`config.mk`:
```
export PLATFORM = sky130hd
export DESIGN_NAME = xpt_ctrl
export DESIGN_NICKNAME = d
export VERILOG_FILES = /design/src/core/xpt_ctrl_pkg.sv /design/src/core/xpt_ctrl.sv
export SDC_FILE = /design/constraint.sdc
export NUM_CORES = 1
export LEC_CHECK = 0
export BUFFER_PORTS_ARGS = -buffer_cell sky130_fd_sc_hd__buf_2
export CORE_ASPECT_RATIO = 1.25
export CORE_MARGIN = 2
export CORE_UTILIZATION = 51
export CTS_CLUSTER_DIAMETER = 40
export DETAILED_ROUTE_END_ITERATION = 10
export MAX_ROUTING_LAYER = met4
export PLACE_DENSITY = 0.76
export REMOVE_ABC_BUFFERS = 1
export SETUP_SLACK_MARGIN = 0.4
export SYNTH_ARGS = -nofsm -noshare
export SYNTH_HDL_FRONTEND = slang
export SYNTH_SLANG_ARGS = --single-unit
```
`constraint.sdc`:
```
create_clock -name pclk -period 2.09 [get_ports pclk]
set_input_delay 0.1045 -clock pclk [delete_from_list [all_inputs] [get_ports pclk]]
set_output_delay 0.1045 -clock pclk [all_outputs]
set_load 0.01 [all_outputs]
```
`src/core/xpt_ctrl_pkg.sv`:
```
package xpt_ctrl_pkg;

  // Register byte offsets of the controller's own APB register file.
  localparam logic [7:0] ctrl_off   = 8'h00;  // Command register.
  localparam logic [7:0] route_off  = 8'h04;  // Route setting for a load command.
  localparam logic [7:0] sel_off    = 8'h08;  // Device row and column selection.
  localparam logic [7:0] status_off = 8'h0C;  // Busy and completion status.
  localparam logic [7:0] shadow_off = 8'h10;  // Last committed route word per output, from the last command to any row.

  // Command field positions in the command register.
  localparam int cmd_load_bit   = 0;  // Load one first-rank setting.
  localparam int cmd_commit_bit = 1;  // Commit all first-rank settings.
  localparam int cmd_clear_bit  = 2;  // Clear pulse, all outputs to input 0.

  // Route register fields.
  localparam int route_out_lsb = 0;  // Output index, 3 bits.
  localparam int route_in_lsb  = 4;  // Input index, 3 bits.
  localparam int route_flt_bit = 8;  // Float control for load or clear.

  // Selection register fields.
  localparam int sel_row_lsb = 0;  // Row selector, 3 bits.
  localparam int sel_col_lsb = 8;  // Column selector, 3 bits.
  localparam int sel_bcast_bit = 16;  // Drive all float lines with the route float bit together.

  // Reset values.
  localparam logic [31:0] route_rst = 32'h0000_0000;
  localparam logic [31:0] sel_rst   = 32'h0000_0000;

  // Strobe timing in nanoseconds, rounded up to whole clock cycles.
  localparam int clk_ns     = 100;
  localparam int setup_ns   = 200;  // Buses stable before a strobe rises.
  localparam int pulse_ns   = 200;  // Strobe high time.
  localparam int hold_ns    = 200;  // Buses kept after a strobe falls.
  localparam int setup_cyc  = (setup_ns + clk_ns - 1) / clk_ns;
  localparam int pulse_cyc  = (pulse_ns + clk_ns - 1) / clk_ns;
  localparam int hold_cyc   = (hold_ns + clk_ns - 1) / clk_ns;

  // Sequencer states.
  typedef enum logic [1:0] {
    st_idle  = 2'b00,
    st_setup = 2'b01,
    st_pulse = 2'b10,
    st_hold  = 2'b11
  } seq_state_t;

  // Strobe kinds.
  typedef enum logic [1:0] {
    kind_load   = 2'b00,
    kind_commit = 2'b01,
    kind_clear  = 2'b10
  } strobe_kind_t;

endpackage : xpt_ctrl_pkg

```
`src/core/xpt_ctrl.sv`:
```
// Design decisions made here: the placing of the registers and register access over APB.
module xpt_ctrl #(
  parameter int rows = 8,  // Device rows, one chip select each.
  parameter int cols = 8   // Device columns, one float line each.
) (
  input  wire logic            pclk,
  input  wire logic            presetn,
  input  wire logic            psel,
  input  wire logic            penable,
  input  wire logic            pwrite,
  input  wire logic [7:0]      paddr,
  input  wire logic [31:0]     pwdata,
  output logic      [31:0]     prdata,
  output logic                 pready,
  output logic                 pslverr,
  output logic      [2:0]      output_select_bus,
  output logic      [2:0]      input_select_bus,
  output logic      [cols-1:0] float_ctrl,
  output logic      [rows-1:0] chip_sel,
  output logic                 load_strobe,
  output logic                 commit_strobe,
  output logic                 clear_pulse
);

  // The row and column selectors are 3-bit fields, so wider arrays cannot be addressed.
  // The check sits at elaboration, so a bad build stops before any cycle runs.
  if (rows < 1 || rows > 8 || cols < 1 || cols > 8) begin : g_bad_size
    $error("xpt_ctrl: rows and cols must lie in 1 to 8.");
  end

  // Software-visible state.
  logic [31:0] route_reg, route_next;   // Output, input and float for the next command.
  logic [31:0] sel_reg, sel_next;       // Row and column selection.
  logic [7:0]  done_reg, done_next;     // Count of completed commands, wraps.
  logic        err_reg, err_next;       // Sticky: a command was refused while busy.
  // Pin and sequencer state.
  xpt_ctrl_pkg::seq_state_t   state_reg, state_next;
  xpt_ctrl_pkg::strobe_kind_t kind_reg, kind_next;
  logic [3:0]      cnt_reg, cnt_next;   // Cycles left in the current phase.
  logic [2:0]      osel_reg, osel_next;
  logic [2:0]      isel_reg, isel_next;
  logic [cols-1:0] flt_reg, flt_next;
  logic [rows-1:0] cs_reg, cs_next;
  logic            load_reg, load_next;
  logic            commit_reg, commit_next;
  logic            clear_reg, clear_next;
  // Host-side mirror of the device settings, updated by every command whatever row and column it addresses.
  logic [3:0] first_reg [8];
  logic [3:0] first_next [8];
  logic [3:0] second_reg [8];
  logic [3:0] second_next [8];
  // APB answer.
  logic [31:0] prdata_next;
  logic        pready_next, pslverr_next;

  logic        access;      // Second cycle of an APB transfer.
  logic        wr_cmd;      // Write to the command register.
  logic [2:0]  row_idx, col_idx;
  logic [rows-1:0] row_onehot;
  logic [cols-1:0] col_onehot;
  logic        cmd_flt;

  // Decoded views of the software registers. The float bit is read live, so software
  // must leave the route register alone while a command is busy, or the mirror drifts.
  assign access  = psel && penable && !pready;
  assign wr_cmd  = access && pwrite && (paddr == xpt_ctrl_pkg::ctrl_off);
  assign row_idx = sel_reg[xpt_ctrl_pkg::sel_row_lsb +: 3];
  assign col_idx = sel_reg[xpt_ctrl_pkg::sel_col_lsb +: 3];
  assign cmd_flt = route_reg[xpt_ctrl_pkg::route_flt_bit];

  // One-hot row decoder, one chip select per row; inverted column decoder, one float line per column.
  // A broadcast overrides the column decoder in the sequencer further down.
  genvar g;
  generate
    for (g = 0; g < rows; g++) begin : g_row
      assign row_onehot[g] = (row_idx == 3'(g));
    end
    for (g = 0; g < cols; g++) begin : g_col
      // Inverted decoder outputs: only the selected column may drive.
      assign col_onehot[g] = (col_idx != 3'(g));
    end
  endgenerate

  // APB slave: one wait state, so the answer comes in the second access cycle.
  always_comb begin
    route_next   = route_reg;
    sel_next     = sel_reg;
    err_next     = err_reg;
    prdata_next  = 32'h0000_0000;
    pready_next  = 1'b0;
    pslverr_next = 1'b0;
    // A transfer is taken in its first access cycle and answered in the next.
    if (access) begin
      pready_next = 1'b1;
      if (pwrite) begin
        case (paddr)
          xpt_ctrl_pkg::ctrl_off: begin
            // A command while busy is refused and flagged.
            // The refused command leaves the pins and the mirror untouched.
            if (state_reg != xpt_ctrl_pkg::st_idle) begin
              err_next = 1'b1;
            end
          end
          xpt_ctrl_pkg::route_off:  route_next = pwdata & 32'h0000_0177;
          xpt_ctrl_pkg::sel_off:    sel_next = pwdata & 32'h0001_0707;
          xpt_ctrl_pkg::status_off: begin
            // Writing bit 1 clears the sticky refusal flag.
            if (pwdata[1]) begin
              err_next = 1'b0;
            end
          end
          default: pslverr_next = 1'b1;
        endcase
      end else begin
        case (paddr)
          xpt_ctrl_pkg::ctrl_off:   prdata_next = 32'h0000_0000;
          xpt_ctrl_pkg::route_off:  prdata_next = route_reg;
          xpt_ctrl_pkg::sel_off:    prdata_next = sel_reg;
          xpt_ctrl_pkg::status_off: begin
            prdata_next = {16'h0000, done_reg, 6'h00, err_reg, state_reg != xpt_ctrl_pkg::st_idle};
          end
          xpt_ctrl_pkg::shadow_off: begin
            for (int i = 0; i < 8; i++) begin
              prdata_next[4*i +: 4] = second_reg[i];
            end
          end
          default: pslverr_next = 1'b1;
        endcase
      end
    end
  end

  // Strobe sequencer: buses settle, strobe rises, strobe falls, buses held.
  // Each phase lasts its own count of cycles, so setup and hold around the
  // strobe edge are met for the clock rate the counts were reckoned for.
  always_comb begin
    state_next  = state_reg;
    kind_next   = kind_reg;
    cnt_next    = cnt_reg;
    osel_next   = osel_reg;
    isel_next   = isel_reg;
    flt_next    = flt_reg;
    cs_next     = cs_reg;
    load_next   = load_reg;
    commit_next = commit_reg;
    clear_next  = clear_reg;
    done_next   = done_reg;
    for (int i = 0; i < 8; i++) begin
      first_next[i]  = first_reg[i];
      second_next[i] = second_reg[i];
    end
    case (state_reg)
      xpt_ctrl_pkg::st_idle: begin
        // No strobe runs, so no device is selected and none can act.
        cs_next = '0;
        if (wr_cmd) begin
          // Priority clear over commit over load; only one strobe ever rises.
          if (pwdata[xpt_ctrl_pkg::cmd_clear_bit]) begin
            kind_next = xpt_ctrl_pkg::kind_clear;
          end else if (pwdata[xpt_ctrl_pkg::cmd_commit_bit]) begin
            kind_next = xpt_ctrl_pkg::kind_commit;
          end else begin
            kind_next = xpt_ctrl_pkg::kind_load;
          end
          if (pwdata[2:0] != 3'h0) begin
            state_next = xpt_ctrl_pkg::st_setup;
            cnt_next   = 4'(xpt_ctrl_pkg::setup_cyc);
            osel_next  = route_reg[xpt_ctrl_pkg::route_out_lsb +: 3];
            isel_next  = route_reg[xpt_ctrl_pkg::route_in_lsb +: 3];
            cs_next    = row_onehot;
            if (sel_reg[xpt_ctrl_pkg::sel_bcast_bit]) begin
              flt_next = {cols{cmd_flt}};
            end else begin
              // Unselected columns float whatever the command asks.
              flt_next = col_onehot | {cols{cmd_flt}};
            end
          end
        end
      end
      xpt_ctrl_pkg::st_setup: begin
        cnt_next = cnt_reg - 4'h1;
        if (cnt_reg == 4'h1) begin
          state_next = xpt_ctrl_pkg::st_pulse;
          cnt_next   = 4'(xpt_ctrl_pkg::pulse_cyc);
          // The strobe kind was fixed when the command was taken.
          case (kind_reg)
            xpt_ctrl_pkg::kind_clear:  clear_next = 1'b1;
            xpt_ctrl_pkg::kind_commit: commit_next = 1'b1;
            default:                   load_next = 1'b1;
          endcase
        end
      end
      xpt_ctrl_pkg::st_pulse: begin
        cnt_next = cnt_reg - 4'h1;
        if (cnt_reg == 4'h1) begin
          state_next  = xpt_ctrl_pkg::st_hold;
          cnt_next    = 4'(xpt_ctrl_pkg::hold_cyc);
          // Every strobe falls together; only one of them was raised.
          load_next   = 1'b0;
          commit_next = 1'b0;
          clear_next  = 1'b0;
          // Track what the device now holds; setting is {input, enable}.
          case (kind_reg)
            xpt_ctrl_pkg::kind_clear: begin
              for (int i = 0; i < 8; i++) begin
                first_next[i]  = {3'h0, ~cmd_flt};
                second_next[i] = {3'h0, ~cmd_flt};
              end
            end
            xpt_ctrl_pkg::kind_commit: begin
              // All eight copy at once; equal words leave routing untouched.
              for (int i = 0; i < 8; i++) begin
                second_next[i] = first_reg[i];
              end
            end
            default: first_next[osel_reg] = {isel_reg, ~cmd_flt};
          endcase
        end
      end
      xpt_ctrl_pkg::st_hold: begin
        cnt_next = cnt_reg - 4'h1;
        if (cnt_reg == 4'h1) begin
          state_next = xpt_ctrl_pkg::st_idle;
          cs_next    = '0;
          // Chip select drops only after the hold time, so the buses stay valid for the device.
          done_next  = done_reg + 8'h01;
        end
      end
      default: state_next = xpt_ctrl_pkg::st_idle;
    endcase
  end

  // Registers; every output comes straight from one of these.
  // Float lines reset high so that no device drives a shared line before setup.
  always_ff @(posedge pclk or negedge presetn) begin
    if (!presetn) begin
      route_reg  <= xpt_ctrl_pkg::route_rst;
      sel_reg    <= xpt_ctrl_pkg::sel_rst;
      err_reg    <= 1'b0;
      done_reg   <= 8'h00;
      prdata     <= 32'h0000_0000;
      pready     <= 1'b0;
      pslverr    <= 1'b0;
      state_reg  <= xpt_ctrl_pkg::st_idle;
      kind_reg   <= xpt_ctrl_pkg::kind_load;
      cnt_reg    <= 4'h0;
      osel_reg   <= 3'h0;
      isel_reg   <= 3'h0;
      flt_reg    <= '1;  // Float all lines until software programs them.
      cs_reg     <= '0;
      load_reg   <= 1'b0;
      commit_reg <= 1'b0;
      clear_reg  <= 1'b0;
      for (int i = 0; i < 8; i++) begin
        first_reg[i]  <= 4'h0;
        second_reg[i] <= 4'h0;
      end
    end else begin
      route_reg  <= route_next;
      sel_reg    <= sel_next;
      err_reg    <= err_next;
      done_reg   <= done_next;
      prdata     <= prdata_next;
      pready     <= pready_next;
      pslverr    <= pslverr_next;
      state_reg  <= state_next;
      kind_reg   <= kind_next;
      cnt_reg    <= cnt_next;
      osel_reg   <= osel_next;
      isel_reg   <= isel_next;
      flt_reg    <= flt_next;
      cs_reg     <= cs_next;
      load_reg   <= load_next;
      commit_reg <= commit_next;
      clear_reg  <= clear_next;
      for (int i = 0; i < 8; i++) begin
        first_reg[i]  <= first_next[i];
        second_reg[i] <= second_next[i];
      end
    end
  end

  // Pin outputs; each is a register, so the strobes carry no glitches.
  // The far devices act on strobe edges, so a glitch would be a false command.
  assign output_select_bus = osel_reg;
  assign input_select_bus  = isel_reg;
  assign float_ctrl        = flt_reg;
  assign chip_sel          = cs_reg;
  assign load_strobe       = load_reg;
  assign commit_strobe     = commit_reg;
  assign clear_pulse       = clear_reg;

endmodule : xpt_ctrl

```
==> run metrics, run 1 <==
post-synthesis cell area=6990 um^2; Layout fillers=761; initial drt markers=769; Int Power=5.67 mW; routed len/inst=23.1 um; P per Cell Area=842 nW/um^2; status=complete, no violations; port bufs=81; initial antenna violation count=0; Finish-stage setup viols=0; final worst-path cycle share=0.933; Seq/Total Area, Yosys=0.553; synth unique cells=59; Critical Path Fanout Max=5; EDFF count, synth=0; most frequent cells in the layout=dfrtp_1, buf_2, nand2_1, buf_4; core area=13300 um^2; die extent in x=109 um; sw frac=0.311; total gr overflow=0; Largest delay share family, worst path=buffers and inverters; Cells after Synth=676; CP cell instances=inv_2, ha_4, buf_4, nor4bb_4, buf_4, buf_6, buf_4, xor2_1; GRT Total Usage=0.251; min-delay worst type=in -> reg; hpwl dp=10.9 mm; largest net degree at the start of global routing=65; Seq cells post-synth=154; Avg Cell Area, Syn=10.3 um^2; fin nets=860; cts bufs inserted=17; CP Class=reg -> reg; gpl congestion=0.909; clock network fraction of design power=0.367; total power=8.22 mW; Max IR drop VDD=648 uV; first-pass GRT wire length=27.7 mm; Initial Util=0.526; CTS Sinks=154; Min Clock Period, post-route=1.95 ns; Yosys Warn Count=0; clock-pin slew on the worst setup and hold paths=0.07 ns; CP endpoint kind=register; CP Launch Type=register; FMAX=513 MHz; vias in the first global route=5556; ys flop type=dfrtp_1; drt drc=0; Synth area leader=dfrtp_1; CP max stage cell=dfrtp_1; drt pass-1 iters=6; Die Y=135 um; Layout Skew=0.0112 ns; ratio of cells with drive above 1 in the final layout=0.408; Post-Route WL=22.9 mm; num ports=104; via count=6382; placed insts=911; Layout area overhead=39.7%; asr flop ratio synth=1.00; Antenna Cells=0; clk_lat worst skew=0.43 ns; Area contributors post-synth=dfrtp_1, nand2_1, o21ai_0; Final ANT Viol Nets=0; Lkg Pwr=4.51 nW; combinational fraction of design power=0.233; crit-path max cell delay=0.40 ns; top-area cell type share of the netlist area=0.523; Least-Margin Pin Slew=0.632 ns; Critical Path RT=2.37 ns; relative slew slack=0.573; row count=47; CP arrival=2.23 ns; sw power=2.56 mW; sequential group share of total power=0.401; CTS root buf=clkbuf_16; maximum buffer depth of the clock tree=2; Non-Filler Instances=989; Pins Over Slew Limit=0; depth of the CTS H-tree=4; WP buf/inv=5; RSZ-0062 raised after global routing=yes; TritonCTS clock tree=yes; most common cell after layout, fill and taps aside=dfrtp_1; most frequent CP cell=buf_4; DIE AREA=14700 um^2; Vias/cell=6.45; max_cap viols=0; Hold Vio Cnt, Final=0
[worst paths after layout]
| kind | startpoint | endpoint | slack [ns] | cells after the start |
|---|---|---|---|---|
| hold / removal | pwdata[2] | sel_reg[2] | 0.02 | 2 |
| min in group asynchronous | presetn | first_reg[31] | 0.17 | 2 |
| setup reg to reg | cnt_reg[1] | done_reg[0] | 0.14 | 8 |
| max in group asynchronous | presetn | sel_reg[8] | 1.18 | 3 |
| hold reg to reg | float_ctrl[1] | float_ctrl[1] | 0.47 | 2 |
| setup / recovery | cnt_reg[1] | done_reg[0] | 0.14 | 8 |
[cell type report]
class / count / area [um^2] / share of cell area
timing repair buffer: 158 / 1340 / 0.137
tap: 171 / 214 / 0.0219
inverter: 20 / 77.6 / 0.00795
clock inverter: 12 / 114 / 0.0117
sequential: 154 / 3870 / 0.396
multi-input combinational: 454 / 3690 / 0.379
clock buffer: 20 / 457 / 0.0468
[per-stage QoR]
step           TNS [ns]  area (um^2)  worst slack (ns)   util  hold WS, ns
6_report              0         9760             0.140  0.734       0.0169
5_1_grt               0         9760             0.108  0.734      -0.0117
4_1_cts               0         8640             0.270  0.650      0.00536
3_5_place_dp   -0.00552         7680          -0.00457  0.578       0.0559
3_3_place_gp          0         7680            0.0479  0.578       0.0533
2_1_floorplan    -25.74         6780            -0.436      -       -0.191
[logic make-up after synthesis]
group,Yosys count,share of synthesized area
fa+ha+maj,10,0.0179
mux,35,0.0587
flops,154,0.553
buf+inv,68,0.0405
compound gates,154,0.138
simple gates,248,0.183
xor+xnor,7,0.00877
[power by group through the flow]
stage,clock [mW],combinational (mW),sequential [mW]
floorplan,0,0.712,3.25
detailed placement,0,1.10,3.28
global placement,0,1.02,3.27
finish,3.01,1.91,3.30
CTS,2.97,1.35,3.26
global route,3.17,2.02,3.30
[synth_stat cells (3+ instances only)]
| cell type | instances |
|---|---|
| a31oi_1 | 20 |
| clkbuf_1 | 42 |
| nor2b_1 | 23 |
| dfstp_2 | 8 |
| and2_1 | 18 |
| inv_1 | 20 |
| nor4_1 | 3 |
| ha_1 | 10 |
| a21o_1 | 3 |
| o21bai_1 | 5 |
| o311ai_0 | 12 |
| mux2_2 | 13 |
| nor2_1 | 32 |
| nand4b_1 | 3 |
| nand3b_1 | 7 |
| nor3b_1 | 5 |
| a21oi_1 | 19 |
| or3b_2 | 3 |
| o21ai_0 | 60 |
| xnor2_1 | 6 |
| nor3_1 | 9 |
| nor4bb_1 | 4 |
| nand3_1 | 20 |
| mux2_4 | 7 |
| mux2_1 | 7 |
| buf_2 | 3 |
| a22o_1 | 5 |
| nand2_1 | 100 |
| o31ai_1 | 6 |
| dfrtp_1 | 146 |
| mux2i_1 | 8 |
| a22oi_1 | 12 |
| nand4_1 | 3 |
[what timing repair did]
action,CTS,global route
resized for setup,62,222
pin swaps,10,63
cloned,2,13
setup buffers,10,11
endpoints found under the setup margin,105,137
hold endpoints to repair,64,0
hold buffers,10,0
[per-layer routing]
metal	vias to the layer above	global-route usage	routed length (um)	part of all wire
met5	-	-	0	0
met4	0	0.121	1580	0.069
met3	164	0.0425	2090	0.092
met2	473	0.397	10900	0.48
met1	3113	0.314	8310	0.36
li1	2632	-	-	-
Note: power is estimated with default switching activity, not from simulation.
==> run 2: changes to the inputs <==
--- a/config.mk
+++ b/config.mk
@@ -11,10 +11,12 @@
 export CORE_UTILIZATION = 51
 export CTS_CLUSTER_DIAMETER = 40
 export DETAILED_ROUTE_END_ITERATION = 10
+export HOLD_SLACK_MARGIN = 0.05
 export MAX_ROUTING_LAYER = met4
 export PLACE_DENSITY = 0.76
 export REMOVE_ABC_BUFFERS = 1
 export SETUP_SLACK_MARGIN = 0.4
+export SLEW_MARGIN = 10
 export SYNTH_ARGS = -nofsm -noshare
 export SYNTH_HDL_FRONTEND = slang
 export SYNTH_SLANG_ARGS = --single-unit
==> run metrics, run 2 (synthesis gave the netlist of run 1 again) <==
crit-path max cell delay=0.41 ns; initial drt markers=719; CP Class=reg -> reg; r2r startpoint=cnt_reg[1]; cts bufs inserted=17; CP endpoint kind=register; largest net degree at the start of global routing=65; most common cell after layout, fill and taps aside=dfrtp_1; Non-Filler Instances=996; final worst-path cycle share=0.923; via count=6246; Antenna Cells=0; Layout area overhead=40.3%; fin nets=867; max_cap viols=0; Worst R2R End=first_reg[23]; die extent in x=109 um; TritonCTS clock tree=yes; row count=47; Die Y=135 um; routed len/inst=22.7 um; Pins Over Slew Limit=0; CTS root buf=clkbuf_16; maximum buffer depth of the clock tree=2; status=complete, no violations; Final ANT Viol Nets=0; Largest delay share family, worst path=simple AND/OR/NAND/NOR gates; most frequent cells in the layout=dfrtp_1, buf_2, nand2_1, buf_4, nor2_1; Hold Vio Cnt, Final=0; RSZ-0062 raised after global routing=yes; GRT Total Usage=0.253; drt drc=0; Least-Margin Pin Slew=0.635 ns; port bufs=81; worst hold stages=3; Layout fillers=760; Critical Path Fanout Max=6; Layout Skew=0.0120 ns; drt pass-1 iters=8; clk_lat worst skew=0.43 ns; P per Cell Area=855 nW/um^2; Lkg Pwr=4.49 nW; hpwl dp=10.9 mm; core area=13300 um^2; origin of the worst setup path=cnt_reg[1]; total negative slack=0 ns; CP Launch Type=register; gpl congestion=0.909; CP arrival=2.26 ns; first-pass GRT wire length=27.8 mm; setup slack, reg-to-reg=0.16 ns; Layout Utilization=0.738; Critical Path RT=2.42 ns; DIE AREA=14700 um^2; WP buf/inv=2; vias in the first global route=5634; FMAX=518 MHz; total gr overflow=0; Finish-stage setup viols=0; Initial Util=0.526; depth of the CTS H-tree=4; Max IR drop VDD=547 uV; CTS Sinks=154; initial antenna violation count=0; Setup crit end=first_reg[23]; total power=8.38 mW; ratio of cells with drive above 1 in the final layout=0.418; relative slew slack=0.576; WP depth=7; Reg2Reg Depth=7; Min Clock Period, post-route=1.93 ns; clock-pin slew on the worst setup and hold paths=0.07 ns; CP max stage cell=or3b_4; Post-Route WL=22.6 mm; placed insts=911; CP cell instances=inv_2, ha_4, or3b_4, nor3b_4, buf_6, a31oi_1, o21ai_1; num ports=104; min-delay worst type=in -> reg; Vias/cell=6.27
==> run 2: cell types whose count changed in the layout (fill, tap and decap cells not counted), moves of 3 or more <==
cell	before	now
a21oi_4	4	0
o21ai_0	9	6
buf_4	33	38
o21ai_2	22	27
==> run 2: where the power goes <==
part	internal [mW]	total [mW]	switching (mW)
logic	0.981	2.11	1.13
registers	3.10	3.29	0.181
clock network	1.71	2.98	1.27
==> run 2: how the worst min path moves through the flow <==
stage | from | endpoint | slack (ns)
CTS | psel | pready | 0.06
global route | paddr[2] | prdata[16] | 0.1
global placement | presetn | first_reg[14] | 0.05
finish | paddr[2] | prdata[16] | 0.1
detailed placement | presetn | first_reg[14] | 0.06
floorplan | presetn | chip_sel[0] | -0.19
==> run 2: routing by layer <==
metal	track usage	share of wire
met5	-	0
met4	0.123	0.058
met1	0.309	0.37
met2	0.404	0.50
met3	0.0463	0.075
==> run 2: what timing repair did <==
| item | 4_1_cts | 5_1_grt |
|---|---|---|
| setup buffers | 10 | 16 |
| resized for setup | 62 | 223 |
| cloned | 2 | 13 |
| pin swaps | 10 | 78 |
| setup endpoints to repair | 105 | 137 |
| hold buffers | 12 | 0 |
| hold endpoints to repair | 107 | 0 |
==> run 2: tightest hold or removal path: cells and delay by family <==
| kind | cells | cell delay (ns) |
|---|---|---|
| buffers and inverters | 2 | 0.29 |
| AND/OR/NAND/NOR | 1 | 0.08 |
==> run 2: metrics by stage <==
stage                     worst slack (ns)  cell area, um^2  hold slack (ns)
after detailed placement          -0.00457             7680           0.0559
after floorplan                     -0.436             6780           -0.191
final                                0.160             9810           0.0989
after CTS                            0.270             8660           0.0557
after global routing                 0.101             9810           0.0960
after global placement              0.0479             7680           0.0533
==> run 2: cell type report <==
| type | count | area (um^2) | share of cell area |
|---|---|---|---|
| sequential | 154 | 3870 | 0.394 |
| multi-input combinational | 454 | 3690 | 0.377 |
| timing repair buffer | 165 | 1380 | 0.141 |
| clock buffer | 20 | 457 | 0.0466 |
| tap | 171 | 214 | 0.0218 |
| clock inverter | 12 | 114 | 0.0116 |
| inverter | 20 | 81.3 | 0.00829 |
==> run 3: changes to the inputs <==
--- a/config.mk
+++ b/config.mk
@@ -8,12 +8,13 @@
 export BUFFER_PORTS_ARGS = -buffer_cell sky130_fd_sc_hd__buf_2
 export CORE_ASPECT_RATIO = 1.25
 export CORE_MARGIN = 2
-export CORE_UTILIZATION = 51
+export CORE_UTILIZATION = 53
+export CTS_BUF_LIST = sky130_fd_sc_hd__clkbuf_4
 export CTS_CLUSTER_DIAMETER = 40
 export DETAILED_ROUTE_END_ITERATION = 10
 export HOLD_SLACK_MARGIN = 0.05
 export MAX_ROUTING_LAYER = met4
-export PLACE_DENSITY = 0.76
+export PLACE_DENSITY = 0.79
 export REMOVE_ABC_BUFFERS = 1
 export SETUP_SLACK_MARGIN = 0.4
 export SLEW_MARGIN = 10
==> run metrics, run 3 (synthesis gave the netlist of run 1 again) <==
initial antenna violation count=1; status=complete, no violations; core area=12800 um^2; most frequent cells in the layout=dfrtp_1, buf_2, nand2_1, buf_4, nor2_1; P per Cell Area=735 nW/um^2; total negative slack=0 ns; Lkg Pwr=4.42 nW; sw frac=0.338; Layout fillers=760; relative slew slack=0.626; combinational fraction of design power=0.279; FMAX=511 MHz; gpl congestion=0.921; Die Y=132 um; total gr overflow=0; vias in the first global route=5696; routed len/inst=21.9 um; TritonCTS clock tree=yes; depth of the CTS H-tree=4; Layout Skew=0.0207 ns; r2r startpoint=cnt_reg[1]; CP cell instances=inv_2, ha_4, or3b_4, nor3b_4, buf_6, a31oi_1, o21ai_1; Least-Margin Pin Slew=0.559 ns; RSZ-0062 raised after global routing=yes; CTS root buf=clkbuf_4; Layout area overhead=35.5%; Min Clock Period, post-route=1.96 ns; drt pass-1 iters=5; hpwl dp=11.3 mm; Hold Vio Cnt, Final=0; row count=46; via count=6328; Vias/cell=6.33; Layout Utilization=0.741; clock network fraction of design power=0.251; most common cell after layout, fill and taps aside=dfrtp_1; die extent in x=107 um; placed insts=909; DIE AREA=14100 um^2; Finish-stage setup viols=0; Initial Util=0.547; fin nets=872; sequential group share of total power=0.470; CP Class=reg -> reg; num ports=104; CP max stage cell=dfrtp_1; Pins Over Slew Limit=0; Hold WS=0.0211 ns; maximum buffer depth of the clock tree=2; clk_lat worst skew=0.57 ns; ratio of cells with drive above 1 in the final layout=0.400; Critical Path Fanout Max=6; drt drc=0; CP endpoint kind=register; first-pass GRT wire length=28.4 mm; Critical Path RT=2.58 ns; final worst-path cycle share=0.936; cts bufs inserted=17; CP arrival=2.44 ns; sw power=2.35 mW; Int Power=4.61 mW; initial drt markers=842; min-delay worst type=in -> async; Post-Route WL=21.9 mm; port bufs=81; total power=6.96 mW; CTS Sinks=154; crit-path max cell delay=0.41 ns; clock-pin slew on the worst setup and hold paths=0.14 ns; CP Launch Type=register; origin of the worst setup path=cnt_reg[1]; largest net degree at the start of global routing=65; Final ANT Viol Nets=0; Max IR drop VDD=456 uV; GRT Total Usage=0.262; max_cap viols=0; Non-Filler Instances=999
==> run 3: changes by cell type in the layout (fill, tap and decap cells not counted), sizes merged <==
cell | previous run | this run
clkinv | 3 | 5
inv | 23 | 24
diode | 0 | 1
clkbuf | 27 | 24
dlygate4sd3 | 12 | 19
clkinvlp | 5 | 4
dlymetal6s4s | 0 | 1
buf | 146 | 144
==> run 3: area by class of cell <==
class	instances	area, um^2	area share
antenna	1	2.50	0.000264
clock buffer	18	135	0.0143
clock inverter	14	121	0.0128
inverter	20	77.6	0.00819
multi-input combinational	454	3630	0.383
sequential	154	3870	0.408
tap	168	210	0.0222
timing repair buffer	170	1430	0.151
==> run 3: worst max-delay path: cells and delay by family, from the launching register on <==
kind,cells,cell delay [ns]
compound gates,2,0.33
fa+ha+maj,1,0.14
buf+inv,2,0.29
flops,1,0.41
simple gates,2,0.72
==> run 3: metrics by stage <==
| stage | worst slack, ns | area [um^2] |
|---|---|---|
| after floorplan | -0.436 | 6780 |
| after global placement | 0.0327 | 7690 |
| after detailed placement | -0.00184 | 7690 |
| after CTS | 0.224 | 8390 |
| after global routing | 0.110 | 9470 |
| final | 0.134 | 9470 |
==> run 3: path summary, 6_finish.rpt <==
kind / slack, ns / depth (start not counted) / endpoint
max reg2reg: 0.13 / 7 / first_reg[21]
max in group asynchronous: 0.91 / 3 / prdata[17]
min: 0.02 / 2 / first_reg[10]
min in group pclk: 0.13 / 4 / prdata[8]
max: 0.13 / 7 / first_reg[21]
min reg2reg: 0.48 / 2 / float_ctrl[4]
==> run 3: routing by layer <==
layer  GRT usage  up-vias  share of wire
met5           -        -              0
met4       0.101        0          0.055
met1       0.333     3116           0.37
li1            -     2671              -
met3      0.0455      129          0.088
met2       0.421      412           0.49
==> run 3: timing repair <==
item	4_1_cts	5_1_grt
hold endpoints to repair	168	0
cloned	2	12
endpoints found under the setup margin	105	143
hold buffers	20	0
resized for setup	58	208
pin swaps	7	54
buffers inserted	10	13
==> run 3: power by group through the flow <==
stage	combinational (mW)	sequential, mW	clock [mW]
6_report	1.94	3.27	1.75
5_1_grt	2.06	3.29	1.87
4_1_cts	1.37	3.23	1.72
3_5_place_dp	1.10	3.28	0
3_3_place_gp	1.01	3.27	0
2_1_floorplan	0.712	3.25	0
